===== config.mk =====
export PLATFORM = sky130hd
export DESIGN_NAME = imte_top
export DESIGN_NICKNAME = d
export VERILOG_FILES = /design/src/imte_pkg.sv /design/src/imte_top.sv
export SDC_FILE = /design/constraint.sdc
export NUM_CORES = 1
export LEC_CHECK = 0
export ABC_AREA = 1
export BUFFER_PORTS_ARGS = -buffer_cell sky130_fd_sc_hd__buf_4
export CORE_MARGIN = 2
export CORE_UTILIZATION = 35
export CTS_BUF_LIST = sky130_fd_sc_hd__clkbuf_8
export CTS_CLUSTER_DIAMETER = 120
export CTS_CLUSTER_SIZE = 40
export DETAILED_ROUTE_END_ITERATION = 8
export PLACE_DENSITY = 0.52
export SLEW_MARGIN = 20
export SYNTH_ARGS = -nofsm -noshare
export SYNTH_HDL_FRONTEND = slang
export SYNTH_SLANG_ARGS = --single-unit

===== constraint.sdc =====
create_clock -name ref_clk_i -period 10.18 [get_ports ref_clk_i]
set_input_delay 0 -clock ref_clk_i [delete_from_list [all_inputs] [get_ports ref_clk_i]]
set_output_delay 0 -clock ref_clk_i [all_outputs]
set_load 0.005 [all_outputs]

===== src/imte_pkg.sv =====
package imte_pkg;

  // register indices on the register port
  localparam logic [15:0] OFS_SDA_SEL = 16'h13ec;
  localparam logic [15:0] OFS_SCL_SEL = 16'h13ed;
  localparam logic [15:0] OFS_DIVISOR = 16'h13ee;
  localparam logic [15:0] OFS_OPTIONS = 16'h13ef;
  localparam logic [15:0] OFS_ADDRESS = 16'h13f0;
  localparam logic [15:0] OFS_TX_COUNT = 16'h13f4;
  localparam logic [15:0] OFS_RX_COUNT = 16'h13f5;
  localparam logic [15:0] OFS_TRIGGER = 16'h13f6;
  localparam logic [15:0] OFS_ACK_HIST = 16'h13fa;
  localparam logic [15:0] OFS_TX_PORT = 16'h1400;
  localparam logic [15:0] OFS_RX_PORT = 16'h1428;

  // option bit positions
  localparam int OPT_BUS_RESET = 0;
  localparam int OPT_REPEAT_START = 1;
  localparam int OPT_NO_STRETCH = 2;

  // values after reset
  localparam logic [15:0] CFG_RESET = 16'h0000;
  localparam logic [15:0] DIV_RESET = 16'h0000;
  localparam logic [31:0] ACK_RESET = 32'h0000_0000;

  // bit timing: quarter period = (65536 - divisor + base) steps of STEP_NS
  localparam int CLK_PERIOD_NS = 10;
  localparam int STEP_NS = 100;
  localparam int STEP_CYCLES = (STEP_NS + CLK_PERIOD_NS - 1) / CLK_PERIOD_NS;
  localparam int STEP_BASE = 6;
  localparam logic [16:0] DIV_ZERO_AS = 17'h10000;
  localparam int QUARTERS = 4;
  localparam int STRETCH_PERIODS = 1000;
  localparam int STRETCH_QUARTERS = STRETCH_PERIODS * QUARTERS;
  localparam int RESET_CLOCKS = 9;
  localparam logic [3:0] LAST_BIT = 4'h8;

  typedef enum logic [2:0] {S_IDLE, S_RST, S_START, S_BIT, S_STOP} imte_state_t;
  typedef enum logic [1:0] {SEG_ADDR_W, SEG_TX, SEG_ADDR_R, SEG_RX} imte_seg_t;

  // quarter bit length in clock cycles; zero divisor stands for 65536
  function automatic logic [20:0] imte_quarter_len(input logic [15:0] div);
    logic [16:0] d;
    d = (div == 16'h0000) ? DIV_ZERO_AS : {1'b0, div};
    return 21'(DIV_ZERO_AS - d + 17'(STEP_BASE)) * 21'(STEP_CYCLES);
  endfunction

endpackage


===== src/imte_top.sv =====
// What this block does
// - serial data goes out on the line number held in sda_line_select
// - serial clock goes out on the line number held in scl_line_select
// - divisor sets bit rate; zero counts as 65536, the fastest rate
// - option bit 0 adds a bus reset sequence before each transaction
// - option bit 1 picks repeated start, else stop then start, at turnaround
// - option bit 2 ignores a target holding the clock low
// - address byte is the 7-bit address shifted left plus read/write bit
// - send tx_byte_count data bytes; zero gives a read-only transaction
// - read rx_byte_count bytes; zero gives a write-only transaction
// - transmit buffer holds payload only; engine makes the address byte
// - the whole write phase ends before any read phase starts
// - a write to transfer_trigger while idle launches one full transaction if either byte count is nonzero
// - received bytes are buffered; reading past them gives zero
// - order is address-write, data, address-read, data; empty phases lose address
// - only bytes the engine sends add to ack_history
// - per sent byte, history shifts left and bit 0 takes 1 for ack
// - a stretched clock is waited on for up to 1000 clock periods
`timescale 1ns/10ps

////////////////////////////////////////////////////////////////////////////////
module imte_fifo #(
  parameter int WIDTH = 8,
  parameter int DEPTH = 16
) (
  input wire logic ref_clk_i,
  input wire logic nrst_i,
  input wire logic flush_i,
  input wire logic in_valid_i,
  input wire logic [WIDTH-1:0] in_data_i,
  output logic in_ready_o,
  input wire logic out_ready_i,
  output logic out_valid_o,
  output logic [WIDTH-1:0] out_data_o
);
  localparam int AW = $clog2(DEPTH);
  logic [WIDTH-1:0] mem [DEPTH];
  logic [AW-1:0] wr_ptr;
  logic [AW-1:0] rd_ptr;
  logic [AW:0] count;
  logic push;
  logic pop;

  // full and empty come from the occupancy count
  assign in_ready_o = (count != (AW+1)'(DEPTH));
  assign out_valid_o = (count != '0);
  assign out_data_o = mem[rd_ptr];
  assign push = in_valid_i && in_ready_o && !flush_i;
  assign pop = out_ready_i && out_valid_o && !flush_i;

  // storage has no reset; only pointers and count need a known value
  always_ff @(posedge ref_clk_i) begin
    if (push) begin
      mem[wr_ptr] <= in_data_i;
    end
  end

  // pointers wrap on a power-of-two depth
  always_ff @(posedge ref_clk_i or negedge nrst_i) begin
    if (!nrst_i) begin
      wr_ptr <= '0;
      rd_ptr <= '0;
      count <= '0;
    end else if (flush_i) begin
      wr_ptr <= '0;
      rd_ptr <= '0;
      count <= '0;
    end else begin
      if (push) wr_ptr <= wr_ptr + 1'b1;
      if (pop) rd_ptr <= rd_ptr + 1'b1;
      count <= count + (AW+1)'(push) - (AW+1)'(pop);
    end
  end
endmodule // imte_fifo

////////////////////////////////////////////////////////////////////////////////
module imte_top import imte_pkg::*; #(
  parameter int NLINES = 8,
  parameter int TX_DEPTH = 16,
  parameter int RX_DEPTH = 16
) (
  input wire logic ref_clk_i,
  input wire logic nrst_i,
  input wire logic [15:0] reg_addr_i,
  input wire logic reg_wr_i,
  input wire logic reg_rd_i,
  input wire logic [31:0] reg_wdata_i,
  output logic [31:0] reg_rdata_o,
  output logic reg_rvalid_o,
  output logic tx_buf_ready_o,
  output logic busy_o,
  input wire logic [NLINES-1:0] line_in_i,
  output logic [NLINES-1:0] line_out_o,
  output logic [NLINES-1:0] line_oe_o
);
  localparam int RW = $clog2(RX_DEPTH);

  logic [15:0] sda_line_select;
  logic [15:0] scl_line_select;
  logic [15:0] bit_rate_divisor;
  logic [15:0] protocol_options;
  logic [15:0] target_address;
  logic [15:0] tx_byte_count;
  logic [15:0] rx_byte_count;
  logic [15:0] transfer_trigger;
  logic [31:0] ack_history;
  logic [7:0] rx_mem [RX_DEPTH];
  logic [RW:0] rx_stored;
  logic [RW:0] rx_rd_ptr;
  logic [NLINES-1:0] sync1;
  logic [NLINES-1:0] sync2;
  logic sda_in;
  logic scl_in;
  imte_state_t st;
  imte_seg_t seg;
  logic [1:0] q;
  logic [3:0] bcnt;
  logic [20:0] qlen;
  logic [20:0] qtmr;
  logic [11:0] stretch_cnt;
  logic [15:0] tx_left;
  logic [15:0] rx_left;
  logic [7:0] shreg;
  logic restart;
  logic sda_low;
  logic scl_low;
  logic go;
  logic tick;
  logic stall;
  logic adv;
  logic hold;
  logic tmo;
  logic byte_end;
  logic load_tx;
  logic ack_rec;
  logic rx_store;
  logic done;
  logic fifo_ready;
  logic fifo_valid;
  logic [7:0] fifo_data;

  // level seen on a selected line; an out-of-range number reads as released
  function automatic logic line_level(input logic [NLINES-1:0] lv, input logic [15:0] sel);
    logic r;
    r = 1'b1;
    for (int i = 0; i < NLINES; i++) begin
      if (sel == 16'(i)) r = lv[i];
    end
    return r;
  endfunction

  ////////////////////////////////////////////////////////////////////////////
  // pins come from outside the clock domain; two flops before any use
  always_ff @(posedge ref_clk_i or negedge nrst_i) begin
    if (!nrst_i) begin
      sync1 <= '1;
      sync2 <= '1;
    end else begin
      sync1 <= line_in_i;
      sync2 <= sync1;
    end
  end

  assign sda_in = line_level(sync2, sda_line_select);
  assign scl_in = line_level(sync2, scl_line_select);

  // open drain: output level is always low, the enable pulls the line
  always_ff @(posedge ref_clk_i or negedge nrst_i) begin
    if (!nrst_i) begin
      line_out_o <= '0;
      line_oe_o <= '0;
    end else begin
      line_out_o <= '0;
      for (int i = 0; i < NLINES; i++) begin
        line_oe_o[i] <= (sda_low && sda_line_select == 16'(i)) ||
                        (scl_low && scl_line_select == 16'(i));
      end
    end
  end

  ////////////////////////////////////////////////////////////////////////////
  // configuration is global and kept across transactions
  always_ff @(posedge ref_clk_i or negedge nrst_i) begin
    if (!nrst_i) begin
      sda_line_select <= CFG_RESET;
      scl_line_select <= CFG_RESET;
      bit_rate_divisor <= DIV_RESET;
      protocol_options <= CFG_RESET;
      target_address <= CFG_RESET;
      tx_byte_count <= CFG_RESET;
      rx_byte_count <= CFG_RESET;
      transfer_trigger <= CFG_RESET;
    end else if (reg_wr_i) begin
      case (reg_addr_i)
        OFS_SDA_SEL: sda_line_select <= reg_wdata_i[15:0];
        OFS_SCL_SEL: scl_line_select <= reg_wdata_i[15:0];
        OFS_DIVISOR: bit_rate_divisor <= reg_wdata_i[15:0];
        OFS_OPTIONS: protocol_options <= reg_wdata_i[15:0];
        OFS_ADDRESS: target_address <= reg_wdata_i[15:0];
        OFS_TX_COUNT: tx_byte_count <= reg_wdata_i[15:0];
        OFS_RX_COUNT: rx_byte_count <= reg_wdata_i[15:0];
        OFS_TRIGGER: transfer_trigger <= reg_wdata_i[15:0];
        default: ;
      endcase
    end
  end

  // a trigger while busy is dropped so a running transfer is never torn
  assign go = reg_wr_i && reg_addr_i == OFS_TRIGGER && st == S_IDLE;

  // history: a hardware shift wins over a software write in the same cycle
  always_ff @(posedge ref_clk_i or negedge nrst_i) begin
    if (!nrst_i) begin
      ack_history <= ACK_RESET;
    end else if (ack_rec) begin
      ack_history <= {ack_history[30:0], !sda_in};
    end else if (reg_wr_i && reg_addr_i == OFS_ACK_HIST) begin
      ack_history <= reg_wdata_i;
    end
  end

  ////////////////////////////////////////////////////////////////////////////
  // payload bytes only; the engine drains it one byte per data slot
  imte_fifo #(
    .WIDTH(8),
    .DEPTH(TX_DEPTH)
  ) u_tx_fifo (
    .ref_clk_i(ref_clk_i),
    .nrst_i(nrst_i),
    .flush_i(done),
    .in_valid_i(reg_wr_i && reg_addr_i == OFS_TX_PORT),
    .in_data_i(reg_wdata_i[7:0]),
    .in_ready_o(fifo_ready),
    .out_ready_i(load_tx),
    .out_valid_o(fifo_valid),
    .out_data_o(fifo_data)
  );

  // receive store; bytes beyond the depth are dropped
  always_ff @(posedge ref_clk_i) begin
    if (rx_store && rx_stored < (RW+1)'(RX_DEPTH)) begin
      rx_mem[rx_stored[RW-1:0]] <= shreg;
    end
  end

  always_ff @(posedge ref_clk_i or negedge nrst_i) begin
    if (!nrst_i) begin
      rx_stored <= '0;
    end else if (go) begin
      rx_stored <= '0;
    end else if (rx_store && rx_stored < (RW+1)'(RX_DEPTH)) begin
      rx_stored <= rx_stored + 1'b1;
    end
  end

  // register reads answer one cycle later; the receive port pops a byte
  always_ff @(posedge ref_clk_i or negedge nrst_i) begin
    if (!nrst_i) begin
      reg_rdata_o <= '0;
      reg_rvalid_o <= 1'b0;
      rx_rd_ptr <= '0;
    end else begin
      reg_rvalid_o <= reg_rd_i;
      if (go) rx_rd_ptr <= '0;
      reg_rdata_o <= '0;
      if (reg_rd_i) begin
        case (reg_addr_i)
          OFS_SDA_SEL: reg_rdata_o <= {16'h0000, sda_line_select};
          OFS_SCL_SEL: reg_rdata_o <= {16'h0000, scl_line_select};
          OFS_DIVISOR: reg_rdata_o <= {16'h0000, bit_rate_divisor};
          OFS_OPTIONS: reg_rdata_o <= {16'h0000, protocol_options};
          OFS_ADDRESS: reg_rdata_o <= {16'h0000, target_address};
          OFS_TX_COUNT: reg_rdata_o <= {16'h0000, tx_byte_count};
          OFS_RX_COUNT: reg_rdata_o <= {16'h0000, rx_byte_count};
          OFS_TRIGGER: reg_rdata_o <= {16'h0000, transfer_trigger};
          OFS_ACK_HIST: reg_rdata_o <= ack_history;
          OFS_RX_PORT: begin
            if (rx_rd_ptr < rx_stored) begin
              reg_rdata_o <= {24'h000000, rx_mem[rx_rd_ptr[RW-1:0]]};
              if (!go) rx_rd_ptr <= rx_rd_ptr + 1'b1;
            end
          end
          default: ;
        endcase
      end
    end
  end

  // status outputs lag the engine by one cycle
  always_ff @(posedge ref_clk_i or negedge nrst_i) begin
    if (!nrst_i) begin
      busy_o <= 1'b0;
      tx_buf_ready_o <= 1'b0;
    end else begin
      busy_o <= (st != S_IDLE);
      tx_buf_ready_o <= fifo_ready;
    end
  end

  ////////////////////////////////////////////////////////////////////////////
  // quarter timing; the clock-high check sits at the end of quarter 2
  assign tick = (qtmr == qlen - 21'd1);
  assign stall = st != S_IDLE && q == 2'd2 && !scl_in &&
                 !protocol_options[OPT_NO_STRETCH];
  assign tmo = tick && stall && stretch_cnt == 12'(STRETCH_QUARTERS - 1);
  assign hold = tick && stall && !tmo;
  assign adv = tick && !stall;
  assign byte_end = st == S_BIT && adv && q == 2'd3 && bcnt == LAST_BIT;
  assign load_tx = byte_end && seg != SEG_ADDR_R && seg != SEG_RX && tx_left != 16'h0000;
  assign ack_rec = st == S_BIT && adv && q == 2'd2 && bcnt == LAST_BIT &&
                   seg != SEG_RX;
  assign rx_store = byte_end && seg == SEG_RX;
  assign done = (st == S_STOP && adv && q == 2'd3 && !restart) || tmo;

  always_ff @(posedge ref_clk_i or negedge nrst_i) begin
    if (!nrst_i) begin
      qtmr <= '0;
      stretch_cnt <= '0;
      qlen <= '0;
    end else begin
      if (go) qlen <= imte_quarter_len(bit_rate_divisor);
      qtmr <= (st == S_IDLE || tick) ? 21'd0 : qtmr + 21'd1;
      if (hold) stretch_cnt <= stretch_cnt + 12'd1;
      else if (adv || st == S_IDLE) stretch_cnt <= '0;
    end
  end

  // transaction sequencer: reset, start, bytes, turnaround, stop
  always_ff @(posedge ref_clk_i or negedge nrst_i) begin
    if (!nrst_i) begin
      st <= S_IDLE;
      seg <= SEG_ADDR_W;
      q <= '0;
      bcnt <= '0;
      tx_left <= '0;
      rx_left <= '0;
      shreg <= '0;
      restart <= 1'b0;
      sda_low <= 1'b0;
      scl_low <= 1'b0;
    end else if (tmo) begin
      // a clock held past the limit ends the transfer with a stop attempt
      st <= (st == S_STOP) ? S_IDLE : S_STOP;
      q <= '0;
      restart <= 1'b0;
    end else if (st == S_IDLE) begin
      sda_low <= 1'b0;
      scl_low <= 1'b0;
      if (go && (tx_byte_count != 16'h0000 || rx_byte_count != 16'h0000)) begin
        tx_left <= tx_byte_count;
        rx_left <= rx_byte_count;
        seg <= (tx_byte_count != 16'h0000) ? SEG_ADDR_W : SEG_ADDR_R;
        st <= protocol_options[OPT_BUS_RESET] ? S_RST : S_START;
        restart <= protocol_options[OPT_BUS_RESET];
        q <= '0;
        bcnt <= '0;
      end
    end else if (adv) begin
      q <= q + 2'd1;
      case (st)
        S_RST: begin
          // free-running clocks with data released unstick a target
          case (q)
            2'd0: sda_low <= 1'b0;
            2'd1: scl_low <= 1'b0;
            2'd3: begin
              scl_low <= 1'b1;
              bcnt <= bcnt + 4'd1;
              if (bcnt == 4'(RESET_CLOCKS - 1)) begin
                st <= S_STOP;
                bcnt <= '0;
              end
            end
            default: ;
          endcase
        end
        S_START: begin
          case (q)
            2'd0: sda_low <= 1'b0;
            2'd1: scl_low <= 1'b0;
            2'd2: sda_low <= 1'b1;
            default: begin
              scl_low <= 1'b1;
              st <= S_BIT;
              bcnt <= '0;
              shreg <= {target_address[6:0], seg == SEG_ADDR_R};
            end
          endcase
        end
        S_BIT: begin
          case (q)
            2'd0: begin
              if (seg == SEG_RX) begin
                sda_low <= (bcnt == LAST_BIT) && rx_left != 16'h0001;
              end else begin
                sda_low <= (bcnt != LAST_BIT) && !shreg[7];
              end
            end
            2'd1: scl_low <= 1'b0;
            2'd2: if (bcnt != LAST_BIT) shreg <= {shreg[6:0], sda_in};
            default: begin
              scl_low <= 1'b1;
              bcnt <= bcnt + 4'd1;
              if (bcnt == LAST_BIT) begin
                bcnt <= '0;
                case (seg)
                  SEG_ADDR_W, SEG_TX: begin
                    if (tx_left != 16'h0000) begin
                      // an empty buffer sends zero bytes rather than stalling the bus
                      shreg <= fifo_valid ? fifo_data : 8'h00;
                      seg <= SEG_TX;
                      tx_left <= tx_left - 16'h0001;
                    end else if (rx_left != 16'h0000 &&
                                 protocol_options[OPT_REPEAT_START]) begin
                      st <= S_START;
                      seg <= SEG_ADDR_R;
                    end else begin
                      st <= S_STOP;
                      seg <= SEG_ADDR_R;
                      restart <= (rx_left != 16'h0000);
                    end
                  end
                  SEG_ADDR_R: seg <= SEG_RX;
                  SEG_RX: begin
                    rx_left <= rx_left - 16'h0001;
                    if (rx_left == 16'h0001) st <= S_STOP;
                  end
                  default: ;
                endcase
              end
            end
          endcase
        end
        S_STOP: begin
          case (q)
            2'd0: sda_low <= 1'b1;
            2'd1: scl_low <= 1'b0;
            2'd2: sda_low <= 1'b0;
            default: begin
              restart <= 1'b0;
              st <= restart ? S_START : S_IDLE;
            end
          endcase
        end
        default: st <= S_IDLE;
      endcase
    end
  end
endmodule // imte_top


==> reports/metrics.yaml <==
final_common_cell: "nand2_1"
detailed_place_hpwl_um: 62000
clock_path_buffers: 3
min_path_type: "in2reg"
crit_path_max_fanout: 6
r2r_start: "bit_rate_divisor[0]$_DFFE_PN0P_"
synth-compound-area-share: 0.128
vias: 23700
p_leak_nw: 13.9
cts_buffers: 22
place_congestion: 0.876
p_int_mw: 2.86
cts_tree: "yes"
antenna_found_initial: 2
fp.dieArea_um2: 88400
post_cts_buffers: 0
rows: 107
hold_slack_ns: 0.0723
grt_overflow: 0
end_kind: "flop"
synthXorXnorAreaFrac: 0.0220
hold_viol: 0
finalInstanceArea_um2: 33500
post-place-ws_ns: 5.81
cp.arrival_ns: 5.14
start_util: 0.353
critical_path_depth: 24
area_growth_pct: 11.1
synth-seq-cells: 605
crit_required_ns: 10.77
first_pass_iters: 5
synth_adder_area_share: 0.0292
yosys.area_share.simple: 0.211
fp.dieW_um: 297
r2r-end: "qlen[15]$_DFFE_PN0P_"
critPathSlowestCell: "dfrtp_1"
worst_slack_ns: 5.64
fin_nets: 3563
drv_cap: 0
drtIter0Drc: 2102
port_buffers: 102
critPathKind: "reg2reg"
synth_warnings: 0
cts_root_buf: "clkbuf_8"
drc: 0
setup_viol: 0
crit_chain: "inv_1 > ha_1 > nand2_1 > nor2_1 > nand3_1 > nand2_2 > xor2_2 > nand3_1 > nor3_1 > xor2_1 > inv_1 > ha_1 > ha_1 > nand2_1 > o21ai_0 > inv_1 > o21a_1 > o21ai_0 > nand2_1 > nand2_1 > a21oi_1 > nand2b_1 > nand3_1 > nand2_1"
power_switching_mw: 0.959
syn_area_per_cell_um2: 9.11
synthArstFlopShare: 0.577
worst_path_most_repeated_cell: "nand2_1"
combPwrFrac: 0.056
finalCritPeriodShare: 0.446
r2r_slack_ns: 5.64
grt_max_degree: 107
startpoint: "bit_rate_divisor[0]$_DFFE_PN0P_"
placed_area_um2: 32000
max_freq_mhz: 220
synthMuxAreaShare: 0.00403
slowest_delay_ns: 0.49
wl_um: 88400
critPathBufInv: 3
rsz0062_at_grt: "no"
syn-cell-area_um2: 30100
drive_above_1_share: 0.0852
reg2reg_depth: 24
syn-instance-count: 3308
ys.flop_type: "dfrtp_1"
ant_nets: 0
placedCellCount: 4465
drt-vias-per-instance: 5.15
startpoint_type: "flop"
fin_tns_setup_ns: 0
period_minus_slack_ns: 4.54
status: "finished, final reports clean"
grt_pass1_vias: 22300
endpoint: "qlen[15]$_DFFE_PN0P_"
clk_latency_ns: 0.75
synth_top_family_by_area: "simple AND/OR/NAND/NOR gates"
peakVddDrop_mv: 0.0982
total_power_mw: 3.82
fin_util: 0.393
netSwitchingFraction: 0.251
crit_family: "simple AND/OR/NAND/NOR gates"
core-area_um2: 85300
io_pins: 111
numClockSinks: 605
stdcell_count: 4596
tightestPinTransition_ns: 1.11
seqPwrFrac: 0.669
final_cell_mix: "nand2_1 (657), nor2_1 (359), dfrtp_1 (331), o21ai_0 (315), inv_1 (298)"
clkTransAtPathRegs_ns: 0.25
skew_ns: 0.113
clock_power_share: 0.275
die_h_um: 297
grt_pass1_wl_um: 137000
drv_slew: 0
synth_cell_types: 73
grtUsageTotal: 0.196
synth-edff-count: 256
slew_headroom: 0.259
cts_max_level: 1
power_density_nw_per_um2: 114
seq_area_frac_synth: 0.546
wire_per_inst_um: 19.2
metal layers:
layer / track usage / vias to the layer above / wire length [um]
met3: 0.0188 / 69 / 4010
met1: 0.286 / 11500 / 41700
met2: 0.320 / 560 / 41200
met4: 0.0333 / 2 / 1500
met5: 0 / - / 13
li1: - / 11500 / -
worst register-to-register path: cells and delay by family, from the launching register on:
family / cells / cell delay, ns
AOI/OAI and AO/OA: 4 / 0.99
and+or+nand+nor: 12 / 1.44
DFF: 1 / 0.49
buffers and inverters: 3 / 0.24
adders and majority gates: 3 / 0.81
xor gates and xnor gates: 2 / 0.40
cell families (layout without fill, tap and decap cells):
kind of cell               count (synthesis)  in the layout
other                                      1             12
DFF                                      605            605
and+or+nand+nor                         1457           1457
xor gates and xnor gates                  73             73
muxes                                     12             12
buffers and inverters                    440            573
adders and majority gates                 69             69
AOI/OAI and AO/OA                        651            651
cell type report:
| type | instances | area [um2] |
|---|---|---|
| Sequential cell | 605 | 16400 |
| Clock inverter | 17 | 203 |
| Inverter | 300 | 1130 |
| Antenna cell | 2 | 5.00 |
| Fill cell | 8636 | 51800 |
| Multi-Input combinational cell | 2272 | 12000 |
| Clock buffer | 23 | 317 |
| Timing Repair Buffer | 233 | 2000 |
| Tap cell | 1144 | 1430 |
worst min path at each step:
stage,to,start,slack (ns),cells past startpoint
after floorplan,ack_history[0]$_DFFE_PN0P_,nrst_i,-0.30,0
after global placement,sync1[5]$_DFF_PN1_,line_in_i[5],0.11,1
after detailed placement,sync1[7]$_DFF_PN1_,line_in_i[7],0.11,1
after CTS,ack_history[24]$_DFFE_PN0P_,reg_wdata_i[24],0.02,4
after global routing,ack_history[12]$_DFFE_PN0P_,reg_wdata_i[12],0.07,4
final,ack_history[22]$_DFFE_PN0P_,reg_wdata_i[22],0.07,4
sequential cells by signal, indices dropped and copies added, names as in the netlist, 12 cells and up:
| signal | cells |
|---|---|
| transfer_trigger | 16 |
| scl_line_select | 16 |
| rx_mem | 128 |
| rx_left | 16 |
| u_tx_fifo.mem | 128 |
| bit_rate_divisor | 16 |
| ack_history | 32 |
| qlen | 20 |
| rx_byte_count | 16 |
| sda_line_select | 16 |
| reg_rdata_o | 32 |
| stretch_cnt | 12 |
| target_address | 16 |
| protocol_options | 16 |
| qtmr | 21 |
| tx_left | 16 |
| tx_byte_count | 16 |
synthesized netlist by cell type (10+ instances only):
master	number	area, um2
a22oi_1	37	278
inv_1	292	1100
nand3_1	230	1150
o21ai_0	316	1580
buf_4	10	75.1
ha_1	67	838
nand4_1	42	263
nor2_2	16	100
xnor2_1	19	166
a21oi_1	109	546
o21ai_1	19	95.1
buf_2	10	50.1
edfxtp_1	256	7690
mux2i_1	11	110
a32o_1	13	130
nor2_1	361	1360
a221oi_1	27	236
buf_6	12	135
xor2_1	52	455
o22ai_1	43	269
o21ai_2	20	175
nor2_4	10	113
dfrtp_1	333	8330
nor3_1	74	370
nand2_1	659	2470
dfstp_2	16	420
clkbuf_1	98	368
power groups by stage:
stage	registers (mW)	clock network, mW	logic, mW
2_1_floorplan	2.60	0	0.101
3_3_place_gp	2.60	0	0.194
3_5_place_dp	2.60	0	0.195
4_1_cts	2.55	1.09	0.218
5_1_grt	2.56	1.17	0.240
6_report	2.55	1.05	0.215
repair_timing:
action / 4_1_cts / 5_1_grt
endpoints found under the setup margin: 0 / 0
endpoints found under the hold margin: 440 / 0
hold buffers: 89 / 0
resized for setup: 0 / 0
No activity file was read; power rests on OpenSTA's default activity.
